<file path="src/logic/gp_cfg.svh">
`ifndef GP_CFG_SVH
`define GP_CFG_SVH

// ==========================================================
// Port geometry and bus
`define GP_NPIN 8
`define GP_ADDR_W 8
`define GP_RESP_OKAY 2'b00
`define GP_RESP_SLVERR 2'b10

// ==========================================================
// Register byte offsets
`define GP_OFS_DATA 8'h00
`define GP_OFS_DIR 8'h04
`define GP_OFS_DRV_LO 8'h08
`define GP_OFS_DRV_HI 8'h0c
`define GP_OFS_FN_LO 8'h10
`define GP_OFS_FN_HI 8'h14

// ==========================================================
// Reset values
`define GP_RST_DATA 8'h00
`define GP_RST_DIR 8'h00
`define GP_RST_DRV 8'h00
`define GP_RST_FN 8'h00

// ==========================================================
// Field codes
`define GP_DIR_OUT 1'b0
`define GP_DRV_HIZ 2'b00
`define GP_DRV_PCH 2'b01
`define GP_DRV_NCH 2'b10
`define GP_DRV_CMOS 2'b11
`define GP_FN_GPIO 2'b00
`define GP_FN_ALT1 2'b01
`define GP_FN_ALT2 2'b10
`define GP_FN_ALT3 2'b11
`define GP_IDLE_IN 1'b1

`endif

</file>
<file path="src/logic/gp_pkg.sv">
package gp_pkg;

  // How a pin is owned after function decode
  typedef enum logic [1:0] {
    role_gpio,
    role_periph,
    role_reserved
  } gp_role_e;

endpackage : gp_pkg

</file>
<file path="src/logic/gp_sync.sv">
`timescale 1ns/100ps
`include "gp_cfg.svh"

// Two-stage synchroniser for the asynchronous pad levels
module gp_sync (
  // Clock and reset
  input wire logic aclk,
  input wire logic aresetn,
  // Pad levels in, sampled levels out
  input wire logic [`GP_NPIN-1:0] async_in,
  output logic [`GP_NPIN-1:0] sync_out
);

  logic [`GP_NPIN-1:0] meta_ff;
  logic [`GP_NPIN-1:0] sync_ff;

  // First stage is read by the second stage only
  always_ff @(posedge aclk) begin
    if (!aresetn) begin
      meta_ff <= '0;
      sync_ff <= '0;
    end else begin
      meta_ff <= async_in;
      sync_ff <= meta_ff;
    end
  end

  assign sync_out = sync_ff;

endmodule : gp_sync

</file>
<file path="src/logic/gp_drive.sv">
`timescale 1ns/100ps
`include "gp_cfg.svh"

// Per-pin drive stage: direction, drive code and owner to pad controls
module gp_drive
  import gp_pkg::*;
(
  // Pin configuration
  input wire logic dir,
  input wire logic [1:0] drv,
  input gp_role_e role,
  // Candidate values
  input wire logic data_val,
  input wire logic alt_val,
  input wire logic alt_oe,
  // Pad controls
  output logic pad_out,
  output logic pad_oe,
  output logic pull_up,
  output logic pull_down
);

  logic val;
  logic en;

  // Reserved code forces a low level; open drain P then floats
  always_comb begin
    val = 1'b0;
    en = 1'b1;
    case (role)
      role_gpio: val = data_val;
      role_periph: begin
        val = alt_val;
        en = alt_oe;
      end
      default: val = 1'b0;
    endcase
  end

  // Output modes drive, input modes only pull
  always_comb begin
    pad_out = 1'b0;
    pad_oe = 1'b0;
    pull_up = 1'b0;
    pull_down = 1'b0;
    if (dir == `GP_DIR_OUT) begin
      case (drv)
        `GP_DRV_PCH: begin
          pad_out = 1'b1;
          pad_oe = en & val;
        end
        `GP_DRV_NCH: begin
          pad_out = 1'b0;
          pad_oe = en & ~val;
        end
        `GP_DRV_CMOS: begin
          pad_out = val;
          pad_oe = en;
        end
        default: pad_oe = 1'b0;
      endcase
    end else begin
      pull_down = (drv == `GP_DRV_PCH);
      pull_up = (drv == `GP_DRV_NCH);
    end
  end

endmodule : gp_drive

</file>
<file path="src/logic/gp_port.sv">
// The AXI4-Lite interface to the registers and the placing of the registers were left to the implementer.
`timescale 1ns/100ps
`include "gp_cfg.svh"

// Function
// - Pin 2 function: gpio, uart A receive, serial data out, reserved.
// - Pin 1 function: gpio, I2C clock, serial clock, reserved.
// - Pin 0 function: gpio, I2C data, serial data in, reserved.
// - All function fields reset to general-purpose I/O.
// - Reserved, output, high-impedance drive: pin floats regardless of data.
// - Reserved, output, P-channel open drain: pin floats.
// - Reserved, output, N-channel open drain: pin driven low.
// - Reserved, output, push-pull drive: pin driven low.
// - Each pin has its own direction bit.
// - Output drive codes: high-z, P open drain, N open drain, push-pull.
// - Input codes: plain, pull-down, pull-up input.
// - Reset leaves every pin in high-impedance output mode.
// - Gpio output drives the data register bit.
// - Data read in input mode returns sampled pin level.
// - Peripheral lines reach pins by each pin's function bits.
// - Direction 0 is output, 1 is input.
// - Drive code table shared by output and input modes.
// - Pins 7 to 4: code 10 picks peripheral, 01 and 11 reserved.
// - Pin 3: uart A transmit, pulse output A, uart B transmit.
module gp_port
  import gp_pkg::*;
(
  // Clock and reset
  input wire logic aclk,
  input wire logic aresetn,
  // AXI4-Lite write address
  input wire logic awvalid,
  output logic awready,
  input wire logic [`GP_ADDR_W-1:0] awaddr,
  input wire logic [2:0] awprot,
  // AXI4-Lite write data
  input wire logic wvalid,
  output logic wready,
  input wire logic [31:0] wdata,
  input wire logic [3:0] wstrb,
  // AXI4-Lite write response
  output logic bvalid,
  input wire logic bready,
  output logic [1:0] bresp,
  // AXI4-Lite read address
  input wire logic arvalid,
  output logic arready,
  input wire logic [`GP_ADDR_W-1:0] araddr,
  input wire logic [2:0] arprot,
  // AXI4-Lite read data
  output logic rvalid,
  input wire logic rready,
  output logic [31:0] rdata,
  output logic [1:0] rresp,
  // Pads
  input wire logic [`GP_NPIN-1:0] pad_in,
  output logic [`GP_NPIN-1:0] pad_out,
  output logic [`GP_NPIN-1:0] pad_oe,
  output logic [`GP_NPIN-1:0] pad_pull_up,
  output logic [`GP_NPIN-1:0] pad_pull_down,
  // Peripheral outputs toward pins
  input wire logic i2c_sda_out,
  input wire logic i2c_sda_oe,
  input wire logic i2c_scl_out,
  input wire logic i2c_scl_oe,
  input wire logic sync_serial_clock_out,
  input wire logic sync_serial_clock_oe,
  input wire logic sync_serial_data_out,
  input wire logic uart_a_transmit,
  input wire logic uart_b_transmit,
  input wire logic pulse_width_out_a,
  input wire logic pulse_width_out_b,
  // Pin levels toward peripherals
  output logic i2c_sda_in,
  output logic i2c_scl_in,
  output logic sync_serial_clock_in,
  output logic sync_serial_data_in,
  output logic uart_a_receive
);

  // ==========================================================
  // Registers and internal signals
  logic [7:0] port_pin_data_reg_ff;
  logic [7:0] port_direction_reg_ff;
  logic [7:0] drive_select_low_reg_ff;
  logic [7:0] drive_select_high_reg_ff;
  logic [7:0] pin_function_select_low_ff;
  logic [7:0] pin_function_select_high_ff;

  logic aw_held_ff;
  logic w_held_ff;
  logic [`GP_ADDR_W-1:0] awaddr_ff;
  logic [7:0] wbyte_ff;
  logic wlane_ff;
  logic bvalid_ff;
  logic [1:0] bresp_ff;
  logic rvalid_ff;
  logic [31:0] rdata_ff;
  logic [1:0] rresp_ff;

  logic [`GP_NPIN-1:0] pin_level;
  gp_role_e role [`GP_NPIN];
  logic [`GP_NPIN-1:0] alt_val;
  logic [`GP_NPIN-1:0] alt_oe;
  logic [`GP_NPIN-1:0] nxt_pad_out;
  logic [`GP_NPIN-1:0] nxt_pad_oe;
  logic [`GP_NPIN-1:0] nxt_pull_up;
  logic [`GP_NPIN-1:0] nxt_pull_down;
  logic [`GP_NPIN-1:0] pad_out_ff;
  logic [`GP_NPIN-1:0] pad_oe_ff;
  logic [`GP_NPIN-1:0] pull_up_ff;
  logic [`GP_NPIN-1:0] pull_down_ff;
  logic [4:0] periph_in_ff;
  logic do_write;
  logic wr_hit;

  // ==========================================================
  // Helper functions

  // True when the address names one of the six registers
  function automatic logic addr_hit(input logic [`GP_ADDR_W-1:0] a);
    addr_hit = (a == `GP_OFS_DATA) || (a == `GP_OFS_DIR) ||
               (a == `GP_OFS_DRV_LO) || (a == `GP_OFS_DRV_HI) ||
               (a == `GP_OFS_FN_LO) || (a == `GP_OFS_FN_HI);
  endfunction : addr_hit

  // Two-bit function code of one pin
  function automatic logic [1:0] fn_code(input int idx,
                                         input logic [7:0] hi,
                                         input logic [7:0] lo);
    fn_code = {hi[idx], lo[idx]};
  endfunction : fn_code

  // ==========================================================
  // Pad synchroniser
  gp_sync u_sync (
    .aclk(aclk),
    .aresetn(aresetn),
    .async_in(pad_in),
    .sync_out(pin_level)
  );

  // ==========================================================
  // AXI4-Lite write path

  // Address and data are taken in either order, one write in flight
  assign awready = !aw_held_ff && !bvalid_ff;
  assign wready = !w_held_ff && !bvalid_ff;
  assign do_write = aw_held_ff && w_held_ff && !bvalid_ff;
  assign wr_hit = addr_hit(awaddr_ff);

  // Capture the write address
  always_ff @(posedge aclk) begin
    if (!aresetn) begin
      aw_held_ff <= 1'b0;
      awaddr_ff <= '0;
    end else if (awvalid && awready) begin
      aw_held_ff <= 1'b1;
      awaddr_ff <= awaddr;
    end else if (do_write) begin
      aw_held_ff <= 1'b0;
    end
  end

  // Capture the write data; only the low lane carries register bits
  always_ff @(posedge aclk) begin
    if (!aresetn) begin
      w_held_ff <= 1'b0;
      wbyte_ff <= '0;
      wlane_ff <= 1'b0;
    end else if (wvalid && wready) begin
      w_held_ff <= 1'b1;
      wbyte_ff <= wdata[7:0];
      wlane_ff <= wstrb[0];
    end else if (do_write) begin
      w_held_ff <= 1'b0;
    end
  end

  // Response follows both halves; unmapped offsets answer SLVERR
  always_ff @(posedge aclk) begin
    if (!aresetn) begin
      bvalid_ff <= 1'b0;
      bresp_ff <= `GP_RESP_OKAY;
    end else if (do_write) begin
      bvalid_ff <= 1'b1;
      bresp_ff <= wr_hit ? `GP_RESP_OKAY : `GP_RESP_SLVERR;
    end else if (bready) begin
      bvalid_ff <= 1'b0;
    end
  end

  assign bvalid = bvalid_ff;
  assign bresp = bresp_ff;

  // ==========================================================
  // Configuration registers

  // Data register keeps what was written, even in input mode
  always_ff @(posedge aclk) begin
    if (!aresetn) begin
      port_pin_data_reg_ff <= `GP_RST_DATA;
    end else if (do_write && wlane_ff && awaddr_ff == `GP_OFS_DATA) begin
      port_pin_data_reg_ff <= wbyte_ff;
    end
  end

  // Direction resets to output so pins start as high-z outputs
  always_ff @(posedge aclk) begin
    if (!aresetn) begin
      port_direction_reg_ff <= `GP_RST_DIR;
    end else if (do_write && wlane_ff && awaddr_ff == `GP_OFS_DIR) begin
      port_direction_reg_ff <= wbyte_ff;
    end
  end

  // Drive code pair, low and high halves
  always_ff @(posedge aclk) begin
    if (!aresetn) begin
      drive_select_low_reg_ff <= `GP_RST_DRV;
      drive_select_high_reg_ff <= `GP_RST_DRV;
    end else if (do_write && wlane_ff) begin
      if (awaddr_ff == `GP_OFS_DRV_LO) begin
        drive_select_low_reg_ff <= wbyte_ff;
      end else if (awaddr_ff == `GP_OFS_DRV_HI) begin
        drive_select_high_reg_ff <= wbyte_ff;
      end
    end
  end

  // Function select pair
  always_ff @(posedge aclk) begin
    if (!aresetn) begin
      pin_function_select_low_ff <= `GP_RST_FN;
      pin_function_select_high_ff <= `GP_RST_FN;
    end else if (do_write && wlane_ff) begin
      if (awaddr_ff == `GP_OFS_FN_LO) begin
        pin_function_select_low_ff <= wbyte_ff;
      end else if (awaddr_ff == `GP_OFS_FN_HI) begin
        pin_function_select_high_ff <= wbyte_ff;
      end
    end
  end

  // ==========================================================
  // AXI4-Lite read path

  // One read in flight; the answer comes one cycle after the address
  assign arready = !rvalid_ff;

  always_ff @(posedge aclk) begin
    if (!aresetn) begin
      rvalid_ff <= 1'b0;
      rdata_ff <= '0;
      rresp_ff <= `GP_RESP_OKAY;
    end else if (arvalid && arready) begin
      rvalid_ff <= 1'b1;
      rresp_ff <= `GP_RESP_OKAY;
      if (araddr == `GP_OFS_DATA) begin
        // Input pins show the sampled level, outputs the stored bit
        rdata_ff <= {24'h000000,
                     (port_direction_reg_ff & pin_level) |
                     (~port_direction_reg_ff & port_pin_data_reg_ff)};
      end else if (araddr == `GP_OFS_DIR) begin
        rdata_ff <= {24'h000000, port_direction_reg_ff};
      end else if (araddr == `GP_OFS_DRV_LO) begin
        rdata_ff <= {24'h000000, drive_select_low_reg_ff};
      end else if (araddr == `GP_OFS_DRV_HI) begin
        rdata_ff <= {24'h000000, drive_select_high_reg_ff};
      end else if (araddr == `GP_OFS_FN_LO) begin
        rdata_ff <= {24'h000000, pin_function_select_low_ff};
      end else if (araddr == `GP_OFS_FN_HI) begin
        rdata_ff <= {24'h000000, pin_function_select_high_ff};
      end else begin
        rdata_ff <= '0;
        rresp_ff <= `GP_RESP_SLVERR;
      end
    end else if (rready) begin
      rvalid_ff <= 1'b0;
    end
  end

  assign rvalid = rvalid_ff;
  assign rdata = rdata_ff;
  assign rresp = rresp_ff;

  // ==========================================================
  // Function decode per pin

  // Unlisted codes fall to reserved; input-only functions never drive
  always_comb begin
    logic [1:0] code;
    code = `GP_FN_GPIO;
    for (int i = 0; i < `GP_NPIN; i++) begin
      code = fn_code(i, pin_function_select_high_ff,
                     pin_function_select_low_ff);
      role[i] = role_reserved;
      alt_val[i] = 1'b0;
      alt_oe[i] = 1'b0;
      if (code == `GP_FN_GPIO) begin
        role[i] = role_gpio;
      end else begin
        case (i)
          0: begin
            if (code == `GP_FN_ALT1) begin
              role[i] = role_periph;
              alt_val[i] = i2c_sda_out;
              alt_oe[i] = i2c_sda_oe;
            end else if (code == `GP_FN_ALT2) begin
              role[i] = role_periph;
            end
          end
          1: begin
            if (code == `GP_FN_ALT1) begin
              role[i] = role_periph;
              alt_val[i] = i2c_scl_out;
              alt_oe[i] = i2c_scl_oe;
            end else if (code == `GP_FN_ALT2) begin
              role[i] = role_periph;
              alt_val[i] = sync_serial_clock_out;
              alt_oe[i] = sync_serial_clock_oe;
            end
          end
          2: begin
            if (code == `GP_FN_ALT1) begin
              role[i] = role_periph;
            end else if (code == `GP_FN_ALT2) begin
              role[i] = role_periph;
              alt_val[i] = sync_serial_data_out;
              alt_oe[i] = 1'b1;
            end
          end
          3: begin
            role[i] = role_periph;
            alt_oe[i] = 1'b1;
            if (code == `GP_FN_ALT1) begin
              alt_val[i] = uart_a_transmit;
            end else if (code == `GP_FN_ALT2) begin
              alt_val[i] = pulse_width_out_a;
            end else begin
              alt_val[i] = uart_b_transmit;
            end
          end
          4: begin
            if (code == `GP_FN_ALT2) begin
              role[i] = role_periph;
            end
          end
          5: begin
            if (code == `GP_FN_ALT2) begin
              role[i] = role_periph;
              alt_val[i] = sync_serial_clock_out;
              alt_oe[i] = sync_serial_clock_oe;
            end
          end
          6: begin
            if (code == `GP_FN_ALT2) begin
              role[i] = role_periph;
              alt_val[i] = sync_serial_data_out;
              alt_oe[i] = 1'b1;
            end
          end
          default: begin
            if (code == `GP_FN_ALT2) begin
              role[i] = role_periph;
              alt_val[i] = pulse_width_out_b;
              alt_oe[i] = 1'b1;
            end
          end
        endcase
      end
    end
  end

  // ==========================================================
  // Drive stage, one per pin
  for (genvar g = 0; g < `GP_NPIN; g++) begin : g_pin
    gp_drive u_drive (
      .dir(port_direction_reg_ff[g]),
      .drv({drive_select_high_reg_ff[g], drive_select_low_reg_ff[g]}),
      .role(role[g]),
      .data_val(port_pin_data_reg_ff[g]),
      .alt_val(alt_val[g]),
      .alt_oe(alt_oe[g]),
      .pad_out(nxt_pad_out[g]),
      .pad_oe(nxt_pad_oe[g]),
      .pull_up(nxt_pull_up[g]),
      .pull_down(nxt_pull_down[g])
    );
  end

  // Registered pad controls keep glitches off the pins
  always_ff @(posedge aclk) begin
    if (!aresetn) begin
      pad_out_ff <= '0;
      pad_oe_ff <= '0;
      pull_up_ff <= '0;
      pull_down_ff <= '0;
    end else begin
      pad_out_ff <= nxt_pad_out;
      pad_oe_ff <= nxt_pad_oe;
      pull_up_ff <= nxt_pull_up;
      pull_down_ff <= nxt_pull_down;
    end
  end

  assign pad_out = pad_out_ff;
  assign pad_oe = pad_oe_ff;
  assign pad_pull_up = pull_up_ff;
  assign pad_pull_down = pull_down_ff;

  // ==========================================================
  // Pin levels to peripherals

  // Unrouted inputs idle high so receivers see a quiet line
  always_ff @(posedge aclk) begin
    if (!aresetn) begin
      periph_in_ff <= {5{`GP_IDLE_IN}};
    end else begin
      periph_in_ff[0] <= (role[0] == role_periph &&
                          !pin_function_select_high_ff[0]) ?
                         pin_level[0] : `GP_IDLE_IN;
      periph_in_ff[1] <= (role[1] == role_periph &&
                          !pin_function_select_high_ff[1]) ?
                         pin_level[1] : `GP_IDLE_IN;
      periph_in_ff[2] <= (role[2] == role_periph &&
                          !pin_function_select_high_ff[2]) ?
                         pin_level[2] : `GP_IDLE_IN;
      // Pin 0 wins when both serial data inputs are selected
      if (role[0] == role_periph && pin_function_select_high_ff[0]) begin
        periph_in_ff[3] <= pin_level[0];
      end else if (role[4] == role_periph) begin
        periph_in_ff[3] <= pin_level[4];
      end else begin
        periph_in_ff[3] <= `GP_IDLE_IN;
      end
      // Pin 1 wins when both serial clock pins are selected
      if (role[1] == role_periph && pin_function_select_high_ff[1]) begin
        periph_in_ff[4] <= pin_level[1];
      end else if (role[5] == role_periph) begin
        periph_in_ff[4] <= pin_level[5];
      end else begin
        periph_in_ff[4] <= `GP_IDLE_IN;
      end
    end
  end

  assign i2c_sda_in = periph_in_ff[0];
  assign i2c_scl_in = periph_in_ff[1];
  assign uart_a_receive = periph_in_ff[2];
  assign sync_serial_data_in = periph_in_ff[3];
  assign sync_serial_clock_in = periph_in_ff[4];

endmodule : gp_port

</file>
<file path="config.mk">
export PLATFORM = sky130hd
export DESIGN_NAME = gp_port
export DESIGN_NICKNAME = d
export VERILOG_FILES = /design/src/logic/gp_pkg.sv /design/src/logic/gp_sync.sv /design/src/logic/gp_drive.sv /design/src/logic/gp_port.sv
export VERILOG_INCLUDE_DIRS = /design/src /design/src/logic
export SDC_FILE = /design/constraint.sdc
export NUM_CORES = 1
export LEC_CHECK = 0
export BUFFER_PORTS_ARGS = -buffer_cell sky130_fd_sc_hd__buf_2
export CAP_MARGIN = 10
export CORE_MARGIN = 1.5
export CORE_UTILIZATION = 25
export DETAILED_ROUTE_END_ITERATION = 8
export PLACE_DENSITY = 0.44
export SYNTH_ARGS = -nofsm -noshare
export SYNTH_HDL_FRONTEND = slang
export SYNTH_HIERARCHICAL = 1
export SYNTH_SLANG_ARGS = --single-unit
</file>
<file path="constraint.sdc">
create_clock -name aclk -period 4.59 [get_ports aclk]
set_clock_uncertainty 0.1 [all_clocks]
set_input_delay 0.459 -clock aclk [delete_from_list [all_inputs] [get_ports aclk]]
set_output_delay 0.459 -clock aclk [all_outputs]
set_load 0.02 [all_outputs]
</file>
* Word-level counts from Yosys, hierarchy flattened *
Cells that the tools add are included.

storage, ports and cells
  register bits = 158
  bits of input ports = 84
  output and inout port bits = 78
  word-level logic and storage cells = 317

operators by class
  eq/ne operators = 54
  mux-type cells = 106
  bitwise logic cells = 31
  reduce and logical (&&, ||, !) cells = 72

operators with widths
  kind                  count
  $mux W1               53
  $eq A2 B2 Y1 const B  24
  $mux W2               24
  $mux W8               6
  $eq A2 B1 Y1 const B  19
  $eq A8 B4 Y1 const B  4
  $eq A8 B5 Y1 const B  4
  $logic_not A2 Y1      16
  $pmux W1 S2           15
  $reduce_and A2 Y1     13
  $pmux W1 S3           8
  $and A1 B1 Y1         16
  $and A8 B8 Y8         2
  $eq A8 B3 Y1 const B  2
  $logic_not A8 Y1      2
  $reduce_or A2 Y1      8
  $logic_and A1 B1 Y1   15
  $not A1 Y1            11
  $not A8 Y8            1
  $or A8 B8 Y8          1
  $reduce_bool A2 Y1    4
  $logic_not A1 Y1      7
  $reduce_and A3 Y1     2
  $logic_or A1 B1 Y1    5
  $eq A1 B1 Y1 const B  1

* Longest topological paths before layout *
Gate-level depths: netlist of the first run.

  depth in word-level cells = 9
  depth in mapped cells = 11
  depth with buffers taken out = 11

* Modules after synthesis *
Netlist of the first run, hierarchy kept.

by module, submodules not included
  module    times used  cells each  area an instance (um2)  sequential area each (um2)
  gp_port   1           566         5119.9                  2322.2
  gp_drive  8           19          140.1                   0.0
  gp_sync   1           33          446.7                   320.3

* Worst setup path before layout of the first run *
No wires, ideal clock.

  path kind = register -> register
  start point = reg pin_function_select_low_ff[1]
  end point = reg pad_oe_ff[1] (netlist: pad_oe[1])
  setup time = 0.115 ns
  arrival time = 1.659 ns
  required time = 4.375 ns
  setup slack = 2.716 ns
  cell stages (with the launch flop) = 12
  path buffers = 0
  period minus slack after synthesis = 1.874 ns
  cell sequence = dfxtp_1 -> inv_1 -> ha_1 -> nand2_1 -> nor2_1 -> a21oi_1 -> nor2_1 -> or3b_1 -> nand4b_1 -> mux2_1 -> nand2_1 -> and2_1

between the ends
  elaborated cells between the ends (all ways) = 20
  those cells by class = 3 x eq/ne; 12 x mux; 3 x bitwise; 2 x reduce/logical

RTL lines
  element                           line                            source
  from (decl)                       gp_port.sv:87                   logic [7:0] pin_function_select_low_ff;
  from (signal assigned)            gp_port.sv:234                  pin_function_select_low_ff <= `GP_RST_FN;
  from (signal assigned)            gp_port.sv:238                  pin_function_select_low_ff <= wbyte_ff;
  $eq A2 B2 Y1 (no line)            --
  $mux W1                           gp_port.sv:318                  end else if (code == `GP_FN_ALT2) begin
  $mux W1                           gp_port.sv:314                  if (code == `GP_FN_ALT1) begin
  $mux W1 (*)                       gp_port.sv:300                  if (code == `GP_FN_GPIO) begin
  named net alt_oe[1]               gp_port.sv:104                  logic [`GP_NPIN-1:0] alt_oe;
  $mux W1 (*)                       gp_drive.sv:30                  case (role)
  $and A1 B1 Y1 (on tied branches)  gp_drive.sv:54, gp_drive.sv:50
  $pmux W1 S3 (*)                   gp_drive.sv:47                  case (drv)
  to (signal assigned)              gp_port.sv:401                  pad_oe_ff <= nxt_pad_oe;
  to (decl)                         gp_port.sv:110                  logic [`GP_NPIN-1:0] pad_oe_ff;

The timed path passes the listed nets; every way through them passes the cells marked *.
A chain may end at the register's enable or synchronous reset.

* Worst setup path after layout of the first run *
  start point = reg awaddr_ff[0]
  end point = reg pin_function_select_low_ff[1]

between the ends
  cells in the longest elaborated chain, start to end = 2

ends and longest elaborated chain
  element                      line            source
  from (decl)                  gp_port.sv:92   logic [`GP_ADDR_W-1:0] awaddr_ff;
  from (signal assigned)       gp_port.sv:159  awaddr_ff <= awaddr;
  $eq A8 B5 Y1 (no line)       --
  $reduce_and A2 Y1 (no line)  --

Every way passes these cells.

==> metrics, run 1 <==
run status=finished, violations left; violations in the final reports=design-rule violations; final period utilization=50.6%; slew margin rel.=43.7%; wire length of the first global-routing pass=27700 µm; share of the synthesized area in the top cell type=39.5%; drt initial violations=281; fraction of final layout cells with drive strength greater than 1=18.6%; total global routing track utilization=12.8%; capturing instance or port of the critical path=pin_function_select_low_ff[1]; critical path startpoint category=flop; ratio of routed vias to standard cells=4.28; max-slew violations=0; number of input and output port buffers inserted=102; count of unique library cells instantiated by Yosys=54; TritonRoute pass-1 iters=9; maximum number of pins on one net before global-route repair=90; most numerous cell in the Yosys netlist=sky130_fd_sc_hd__dfxtp_1; cell area reported after detailed placement=0.00737 mm²; dominant synthesized flop cell=sky130_fd_sc_hd__dfxtp_1; nature of the critical path endpoint=flop; worst voltage drop across the vdd grid=146 µV; maximum root-to-sink buffer count=2; top area cells in the synthesized netlist=sky130_fd_sc_hd__dfxtp_1 (40%), sky130_fd_sc_hd__ha_1 (8.8%), sky130_fd_sc_hd__mux2i_1 (8.2%); Starting Density=25.6%; Core Area=0.0261 mm²; Post-CTS Setup Bufs=0; count of endpoints failing hold in the final timing report=0; transition time of the tightest slew-check pin=844 ps; total of cells resized after clock tree synthesis=0; cell accounting for the most synthesized area=sky130_fd_sc_hd__dfxtp_1; worst setup path startpoint=awaddr_ff[0]; number of standard cells in the layout, taps in and fillers out=1192; post-layout util=30.6%; clock buffers created by TritonCTS=17; post-synthesis cell count=751; routed length per instance=14.6 µm; Setup TNS=0 ps; overall overflow remaining after global route=0; flop and latch count out of synthesis=132; maximum fanout count along the critical path=8; Peak Freq=431 MHz; via count of the routed design=5101; Nets=973; placed insts=1158; Reg2Reg Launch Point=awaddr_ff[0]; top cell types by occurrence after synthesis=sky130_fd_sc_hd__dfxtp_1 (132), sky130_fd_sc_hd__nand2_1 (125), sky130_fd_sc_hd__and2_1 (58); setup repair after global routing missed its margin=false; post-cts hold buffer count=0; count of synthesis-stage warnings from yosys=6; leakage power of the design=3.54 nW; worst setup path category=flop to flop; row count=59; area added between synthesis and finish=19.6%; final routed DRC violation total=6; Post-synth EDFFs=0; worst reg-to-reg setup slack=2270 ps; hold crit path type=input port to flop; H-Tree Depth=4; clock period minus final worst setup slack=2320 ps; Syn Area/Cell=8.91 µm²; Worst Path Required=4780 ps; Setup violations, final=0; clock-pin slew on the worst setup and hold paths=60 ps; chip height=167 µm; Synth Cell Area=0.00669 mm²; clock network latency to the later pin of the worst-skew pair=420 ps; gpl congestion=0.736; Worst R2R Path Depth=5; Final Instance Area=0.00800 mm²; share of flip-flops with an asynchronous set or reset=0%; CTS tree=built; max cap viols=0; FF-to-FF End=pin_function_select_low_ff[1]; Pwr per Cell Area=348 mW/mm²; area of the die=0.0277 mm²; sequential area share after synthesis=39.5%; clock tree sinks=132; root cell of the clock tree=sky130_fd_sc_hd__clkbuf_16; horizontal extent of the die=167 µm; I/O pin total=162; crit path DAT=2510 ps; DP Wirelength=12300 µm; number of antenna-violating nets in the routed design=0; wirelength, routed=17400 µm; antenna violations before repair=5; number of global-route vias before repair=4919
-- power breakdown --
part           switching (mW)  internal, mW
Clock                   0.530         0.919
Sequential             0.0184          1.17
Combinational          0.0994        0.0491
-- worst max-delay path: stages, from the launching register on --
cell and delay (ps):
sky130_fd_sc_hd__dfxtp_1 320, sky130_fd_sc_hd__or4_4 540, sky130_fd_sc_hd__nor3b_2 250, sky130_fd_sc_hd__and2b_4 240
sky130_fd_sc_hd__nand4b_2 490, sky130_fd_sc_hd__mux2i_1 250
-- how the worst min path moves through the flow --
| stage | endpoint | cells past startpoint | start | slack, ps |
|---|---|---|---|---|
| after CTS | u_sync/meta_ff[4] | 2 | pad_in[4] | 130 |
| final | u_sync/meta_ff[4] | 2 | pad_in[4] | 140 |
| after detailed placement | u_sync/sync_out[3] | 1 | u_sync/meta_ff[3] | 330 |
| after global routing | u_sync/meta_ff[4] | 2 | pad_in[4] | 130 |
| after floorplan | periph_in_ff[2] | 1 | u_sync/sync_out[2] | 310 |
| after global placement | u_sync/sync_out[3] | 1 | u_sync/meta_ff[3] | 330 |
-- registers in the layout (all words and copies together), names as in the netlist, 8 cells and up --
register,flops
u_sync/sync_out,8
drive_select_high_reg_ff,8
port_direction_reg_ff,8
pad_out,8
drive_select_low_reg_ff,8
pad_pull_up,8
wbyte_ff,8
pad_oe,8
port_pin_data_reg_ff,8
u_sync/meta_ff,8
rdata,8
pin_function_select_low_ff,8
pin_function_select_high_ff,8
pad_pull_down,8
awaddr_ff,8
-- logic make-up after synthesis --
family	Yosys count	synth area share [%]
multiplexers	64	9.75
AO/OA/AOI/OAI	92	8.79
flip-flops	132	39.5
buffers and inverters	86	7.13
AND/OR/NAND/NOR	329	26.0
adder cells (fa/ha/maj)	47	8.79
other	1	0.0561
-- layout by cell type (no fill, tap or decap), drive strengths merged, types with 5 or more instances in the layout --
cell / netlist / layout
and2: 70 / 70
nand2b: 5 / 5
o21ai: 38 / 38
nand3: 26 / 26
nand4b: 9 / 9
and3: 5 / 5
nand4: 9 / 9
ha: 47 / 47
clkbuf: 25 / 18
conb: 1 / 30
a221o: 7 / 7
a21boi: 19 / 19
nor2b: 9 / 9
mux2: 9 / 9
or3b: 8 / 8
o31ai: 7 / 7
a21oi: 12 / 12
dfxtp: 132 / 132
clkinv: 0 / 6
nor2: 41 / 41
buf: 33 / 103
mux2i: 55 / 55
inv: 26 / 26
nand2: 127 / 127
-- layout make-up --
type                    count  area (µm²)
inverters                  26        97.6
diodes                      3        7.51
clock buffers              18         439
fillers                  2825       18100
flip-flops and latches    132        2640
clock inverters            13         184
multi-input cells         562        3680
well taps                 335         419
repair buffers            103         533
-- stage by stage --
step | worst slack, ps | hold slack (ps) | total power [mW]
after global placement | 2230 | 330 | 1.36
after CTS | 2240 | 129 | 2.82
after detailed placement | 2260 | 332 | 1.36
after floorplan | 2720 | 315 | 1.32
after global routing | 2170 | 132 | 2.89
final | 2270 | 145 | 2.78
-- per-layer routing --
layer	up-vias	share of wire, %	track usage (%)	wire length (µm)
met5	-	0.14	0	24
met4	4	1.1	3.68	193
met3	16	6.1	4.33	1050
met2	108	43	19.0	7390
met1	2320	50	17.6	8710
li1	2653	-	-	-
Note: power is estimated with default switching activity, not from simulation.
==> inputs of run 2 (changes only) <==
Clock period 4.59 ns to 2.15 ns, I/O delays scaled along.
==> run 2 against run 1 <==
Die area did not move. Critical path depth stayed put. Largest power group unchanged. Non-clock buffer count grew 41. Cell area grew 4.3%. Register-to-register slack worse by 2200 ps. Clock power is 99% higher. First-iteration DRC count fell by 5.3%. Power up 110%. The flow still finishes with violations (design-rule violations). Core utilization increased by 1.3 points. Setup slack lost 2200 ps.
==> metrics, run 2 (synthesis gave the netlist of run 1 again) <==
transition time of the tightest slew-check pin=688 ps; maximum root-to-sink buffer count=2; violations in the final reports=design-rule violations; hold crit path type=input port to flop; area added between synthesis and finish=24.8%; TritonRoute pass-1 iters=9; clock buffers created by TritonCTS=17; internal cell power=4.35 mW; relative contribution of sequential cells to total power=43.8%; Nets=1014; total buffers and inverters traversed by the critical path=0; root cell of the clock tree=sky130_fd_sc_hd__clkbuf_16; fraction of final layout cells with drive strength greater than 1=19.4%; highest-count cells in the layout ignoring fill and taps=sky130_fd_sc_hd__dfxtp_1 (131), sky130_fd_sc_hd__nand2_1 (125), sky130_fd_sc_hd__buf_2 (101); post-layout power=5.79 mW; maximum fanout count along the critical path=8; share of power burned in the clock network=50.0%; Starting Density=25.6%; slew margin rel.=54.1%; most common cell after layout, fill and taps aside=sky130_fd_sc_hd__dfxtp_1; met2 demand-to-capacity share in global routing=20.0%; row count=59; worst voltage drop across the vdd grid=381 µV; I/O pin total=162; antenna violations before repair=5; worst setup path startpoint=awaddr_ff[0]; wire length of the first global-routing pass=27800 µm; HP Start=araddr[0]; total net switching power=1.43 mW; Pwr per Cell Area=693 mW/mm²; maximum number of pins on one net before global-route repair=102; chip height=167 µm; number of input and output port buffers inserted=102; number of antenna-violating nets in the routed design=0; area of the die=0.0277 mm²; gpl congestion=0.757; drt initial violations=266; wirelength, routed=17700 µm; clock network latency to the later pin of the worst-skew pair=420 ps; DP Wirelength=12700 µm; Setup TNS=0 ps; setup slack of the critical path after layout=106 ps; clock tree sinks=132; final period utilization=95.1%; Worst R2R Path Depth=5; routed length per instance=14.4 µm; critical path startpoint category=flop; worst hold path depth=3; global routing usage on met3=3.33%; CP max-delay cell=sky130_fd_sc_hd__or4_4; max-slew violations=0; leakage power of the design=3.69 nW; Worst path top cell family by delay=simple AND/OR/NAND/NOR gates; max cap viols=0; clock period minus final worst setup slack=2040 ps; switch share=24.8%; via count of the routed design=5299; Setup violations, final=0; Core Area=0.0261 mm²; H-Tree Depth=4; number of global-route vias before repair=5062; setup repair after global routing missed its margin=false; run status=finished, violations left; cell breakdown of the critical path=or4_4, nor3b_2, and2b_4, nand4_4, mux2i_1; combinational cell fraction of total power=6.2%; CTS tree=built; clock-pin slew on the worst setup and hold paths=60 ps; nature of the critical path endpoint=flop; ratio of routed vias to standard cells=4.29; total global routing track utilization=13.0%; post-place setup slack=110 ps; Worst Path Required=2350 ps; crit path DAT=2240 ps; horizontal extent of the die=167 µm; Reg2Reg Launch Point=awaddr_ff[0]; worst setup path category=flop to flop; Global Route met1 Usage=17.5%; highest cell delay on the worst timing path=540 ps; final routed DRC violation total=8; Filler Cell Count=2827; cell count along the critical path=5; Peak Freq=489 MHz; most congested layer reported by global routing=met2; overall overflow remaining after global route=0; count of endpoints failing hold in the final timing report=0
run 2: changes by cell type in the layout (fill, tap and decap cells not counted), moves of 2 or more:
cell	delta
sky130_fd_sc_hd__clkinvlp_4	+2
sky130_fd_sc_hd__dlygate4sd3_1	+28
sky130_fd_sc_hd__clkinv_4	+2
sky130_fd_sc_hd__clkinv_2	-2
sky130_fd_sc_hd__buf_4	+13
sky130_fd_sc_hd__bufinv_16	-2
run 2: power by group through the flow:
stage / sequential [mW] / combinational, mW / clock, mW
2_1_floorplan: 2.58 / 0.244 / 0
6_report: 2.53 / 0.362 / 2.89
5_1_grt: 2.54 / 0.400 / 3.09
3_3_place_gp: 2.58 / 0.327 / 0
4_1_cts: 2.53 / 0.367 / 2.98
3_5_place_dp: 2.59 / 0.327 / 0
run 2: through the flow:
stage	area [µm²]	hold slack [ps]	cells	util [%]
floorplan	6800	242	780	-
global placement	7470	328	1171	28.6
detailed placement	7470	329	1171	28.6
CTS	8330	25.0	1231	31.9
global route	8340	50.0	1232	31.9
finish	8350	37.1	1234	31.9
run 2: final timing paths:
kind / endpoint / slack (ps)
worst max-delay path: pin_function_select_high_ff[1] / 110
worst min-delay path: rresp[1] / 40
worst max register to register: pin_function_select_high_ff[1] / 110
worst min register to register: u_sync/sync_out[2] / 350
run 2: final cells by class:
cell class	count	area, µm²	share of cell area (%)
flip-flops and latches	132	2640	31.7
diodes	3	7.51	0.0900
clock inverters	14	158	1.89
well taps	335	419	5.02
multi-input cells	562	3680	44.1
repair buffers	144	911	10.9
inverters	26	97.6	1.17
clock buffers	18	429	5.14
run 2: repair_timing:
item,in CTS,in global routing
gates resized for setup,0,2
hold endpoints to repair,27,0
buffers inserted,0,0
hold buffers,28,0
endpoints found under the setup margin,0,2
run 2: tightest hold or removal path: stages:
cell                      delay, ps
sky130_fd_sc_hd__buf_2           90
sky130_fd_sc_hd__nor2_1          80
sky130_fd_sc_hd__a31oi_1        130
run 2: routing by layer:
metal | routed length, µm | part of all wire [%]
met2 | 7800 | 44
met3 | 925 | 5.2
met1 | 8710 | 49
met4 | 280 | 1.6
met5 | 25 | 0.14
==> inputs of run 3 (changes only) <==
Settings changed: ABC_AREA from default to 1, PLACE_DENSITY 0.44 to 0.52.
==> run 3 against run 2 <==
The run now ends clean. First-iteration DRC count increased by 33%. Synthesized cell count is 28% higher. Die area up 1.7%. Count of clock-buffer cells in the layout rose by 7. Cell area is 1.3% higher. Routed wire length is 0.65% higher. Sequential share of layout area shrank 0.42 points. Fmax up 19%. Area after synthesis increased by 1.7%.
==> metrics, run 3 <==
combinational cell fraction of total power=7.0%; final routed DRC violation total=0; routed length per instance=12.3 µm; clock network latency to the later pin of the worst-skew pair=420 ps; top area cells in the synthesized netlist=sky130_fd_sc_hd__dfxtp_1 (39%), sky130_fd_sc_hd__inv_1 (9.3%), sky130_fd_sc_hd__nand2_1 (8.7%); overall overflow remaining after global route=0; run status=complete, no violations; CTS tree=built; worst setup path category=flop to flop; crit path DAT=1990 ps; area added between synthesis and finish=24.3%; Synth Cell Area=0.00680 mm²; internal cell power=4.48 mW; sequential cell area=0.00264 mm²; clock-pin slew on the worst setup and hold paths=60 ps; share of flip-flops with an asynchronous set or reset=0%; post-synthesis cell count=962; most numerous cell in the Yosys netlist=sky130_fd_sc_hd__inv_1; H-Tree Depth=4; drt initial violations=355; max cap viols=0; DP Wirelength=12600 µm; horizontal extent of the die=168 µm; Worst Path Required=2420 ps; transition time of the tightest slew-check pin=502 ps; maximum root-to-sink buffer count=2; global routing usage on met3=2.61%; row count=60; clock tree sinks=132; Starting Density=25.4%; wirelength, routed=17900 µm; Nets=1229; critical path startpoint category=flop; flop and latch count out of synthesis=132; total net switching power=1.42 mW; number of input and output port buffers inserted=102; area of the die=0.0282 mm²; count of unique library cells instantiated by Yosys=37; highest cell delay on the worst timing path=420 ps; Core Area=0.0268 mm²; via count of the routed design=6025; max-slew violations=0; gpl congestion=0.781; share of power burned in the clock network=49.7%; hold crit path type=input port to flop; Pwr per Cell Area=698 mW/mm²; relative contribution of sequential cells to total power=43.3%; number of antenna-violating nets in the routed design=0; wire length of the first global-routing pass=28100 µm; Syn Area/Cell=7.07 µm²; maximum fanout count along the critical path=5; nature of the critical path endpoint=flop; switch share=24.1%; TritonRoute pass-1 iters=5; slew margin rel.=66.5%; Global Route met1 Usage=17.1%; combined area of the multi-input logic cells=0.00325 mm²; cell area reported after detailed placement=0.00759 mm²; number of global-route vias before repair=5544; Setup TNS=0 ps; Final Instance Area=0.00845 mm²; Post-synth EDFFs=0; I/O pin total=162; chip height=168 µm; most common cell after layout, fill and taps aside=sky130_fd_sc_hd__inv_1; total of cells resized after clock tree synthesis=0; Filler Cell Count=2930; share of the synthesized area in the top cell type=38.8%; Peak Freq=582 MHz; count of synthesis-stage warnings from yosys=6; highest-count cells in the layout ignoring fill and taps=sky130_fd_sc_hd__inv_1 (169), sky130_fd_sc_hd__nand2_1 (158), sky130_fd_sc_hd__nor2_1 (139); Antenna Diode Count=0; final period utilization=79.9%; fraction of final layout cells with drive strength greater than 1=16.2%; cell breakdown of the critical path=inv_1, ha_1, inv_1, o21ai_0, nor2_1, nand3_1, nand3_1, nand3_1, a21oi_1, nand2_1, inv_1; count of endpoints failing hold in the final timing report=0; total global routing track utilization=12.9%; maximum number of pins on one net before global-route repair=96; ratio of routed vias to standard cells=4.15; setup repair after global routing missed its margin=false; root cell of the clock tree=sky130_fd_sc_hd__clkbuf_16; clock period minus final worst setup slack=1720 ps; top cell types by occurrence after synthesis=sky130_fd_sc_hd__inv_1 (169), sky130_fd_sc_hd__nand2_1 (158), sky130_fd_sc_hd__nor2_1 (139); clock buffers created by TritonCTS=17; dominant synthesized flop cell=sky130_fd_sc_hd__dfxtp_1; met2 demand-to-capacity share in global routing=20.9%; cell accounting for the most synthesized area=sky130_fd_sc_hd__dfxtp_1; sequential area share after synthesis=38.8%; most congested layer reported by global routing=met2; Setup violations, final=0; CP max-delay cell=sky130_fd_sc_hd__dfxtp_1; leakage power of the design=4.05 nW; worst voltage drop across the vdd grid=376 µV; antenna violations before repair=0
==> run 3: area by class of cell <==
type                       count  area share, %
clock buffer                  25           5.86
multi-input combinational    631           38.5
clock inverter                 7           1.14
timing repair buffer         140           10.4
inverter                     176           7.84
tap                          341           5.05
sequential                   132           31.3
==> run 3: power groups by stage <==
| stage | clock network (mW) | registers, mW | logic [mW] |
|---|---|---|---|
| after floorplan | 0 | 2.60 | 0.288 |
| final | 2.94 | 2.55 | 0.412 |
| after global placement | 0 | 2.61 | 0.372 |
| after detailed placement | 0 | 2.61 | 0.375 |
| after CTS | 3.02 | 2.55 | 0.413 |
| after global routing | 3.11 | 2.56 | 0.463 |
==> run 3: worst max-delay path, delay by kind of cell (launching register included) <==
family / cells / cell delay (ps)
buffers and inverters: 3 / 260
adder cells (fa/ha/maj): 1 / 220
AND/OR/NAND/NOR: 5 / 460
AO/OA/AOI/OAI: 2 / 200
flip-flops: 1 / 420
==> run 3: repair_timing <==
item | 4_1_cts | 5_1_grt
endpoints found under the hold margin | 27 | 0
hold buffers | 27 | 0
buffers inserted | 0 | 0
==> run 3: metal layers <==
metal / share of wire (%) / vias to the layer above
li1: - / 3190
met1: 49 / 2679
met2: 45 / 137
met3: 4.6 / 19
met4: 1.3 / 0
met5: 0 / -
==> run 3: logic make-up after synthesis <==
kind of cell,share of synthesized area [%]
fa+ha+maj,8.64
simple gates,24.9
compound gates,12.4
flops,38.8
buf+inv,15.1
other cells,0.0551
==> run 3: final timing paths <==
kind | startpoint | end | slack (ps) | depth (start not counted)
max reg2reg | pin_function_select_high_ff[1] | pad_oe[1] | 430 | 11
max | pin_function_select_high_ff[1] | pad_oe[1] | 430 | 11
min reg2reg | u_sync/meta_ff[1] | u_sync/sync_out[1] | 320 | 2
min | aresetn | u_sync/meta_ff[2] | 30 | 3
==> run 3: stage by stage <==
step                util [%]  cells  setup WS [ps]  power [mW]  hold WS, ps
floorplan                  -    993            634        2.89          207
global placement        28.3   1393            442        2.98          304
detailed placement      28.3   1393            427        2.98          302
CTS                     31.5   1452            437        5.99         17.3
global route            31.5   1452            229        6.14         36.4
finish                  31.5   1452            432        5.90         27.4
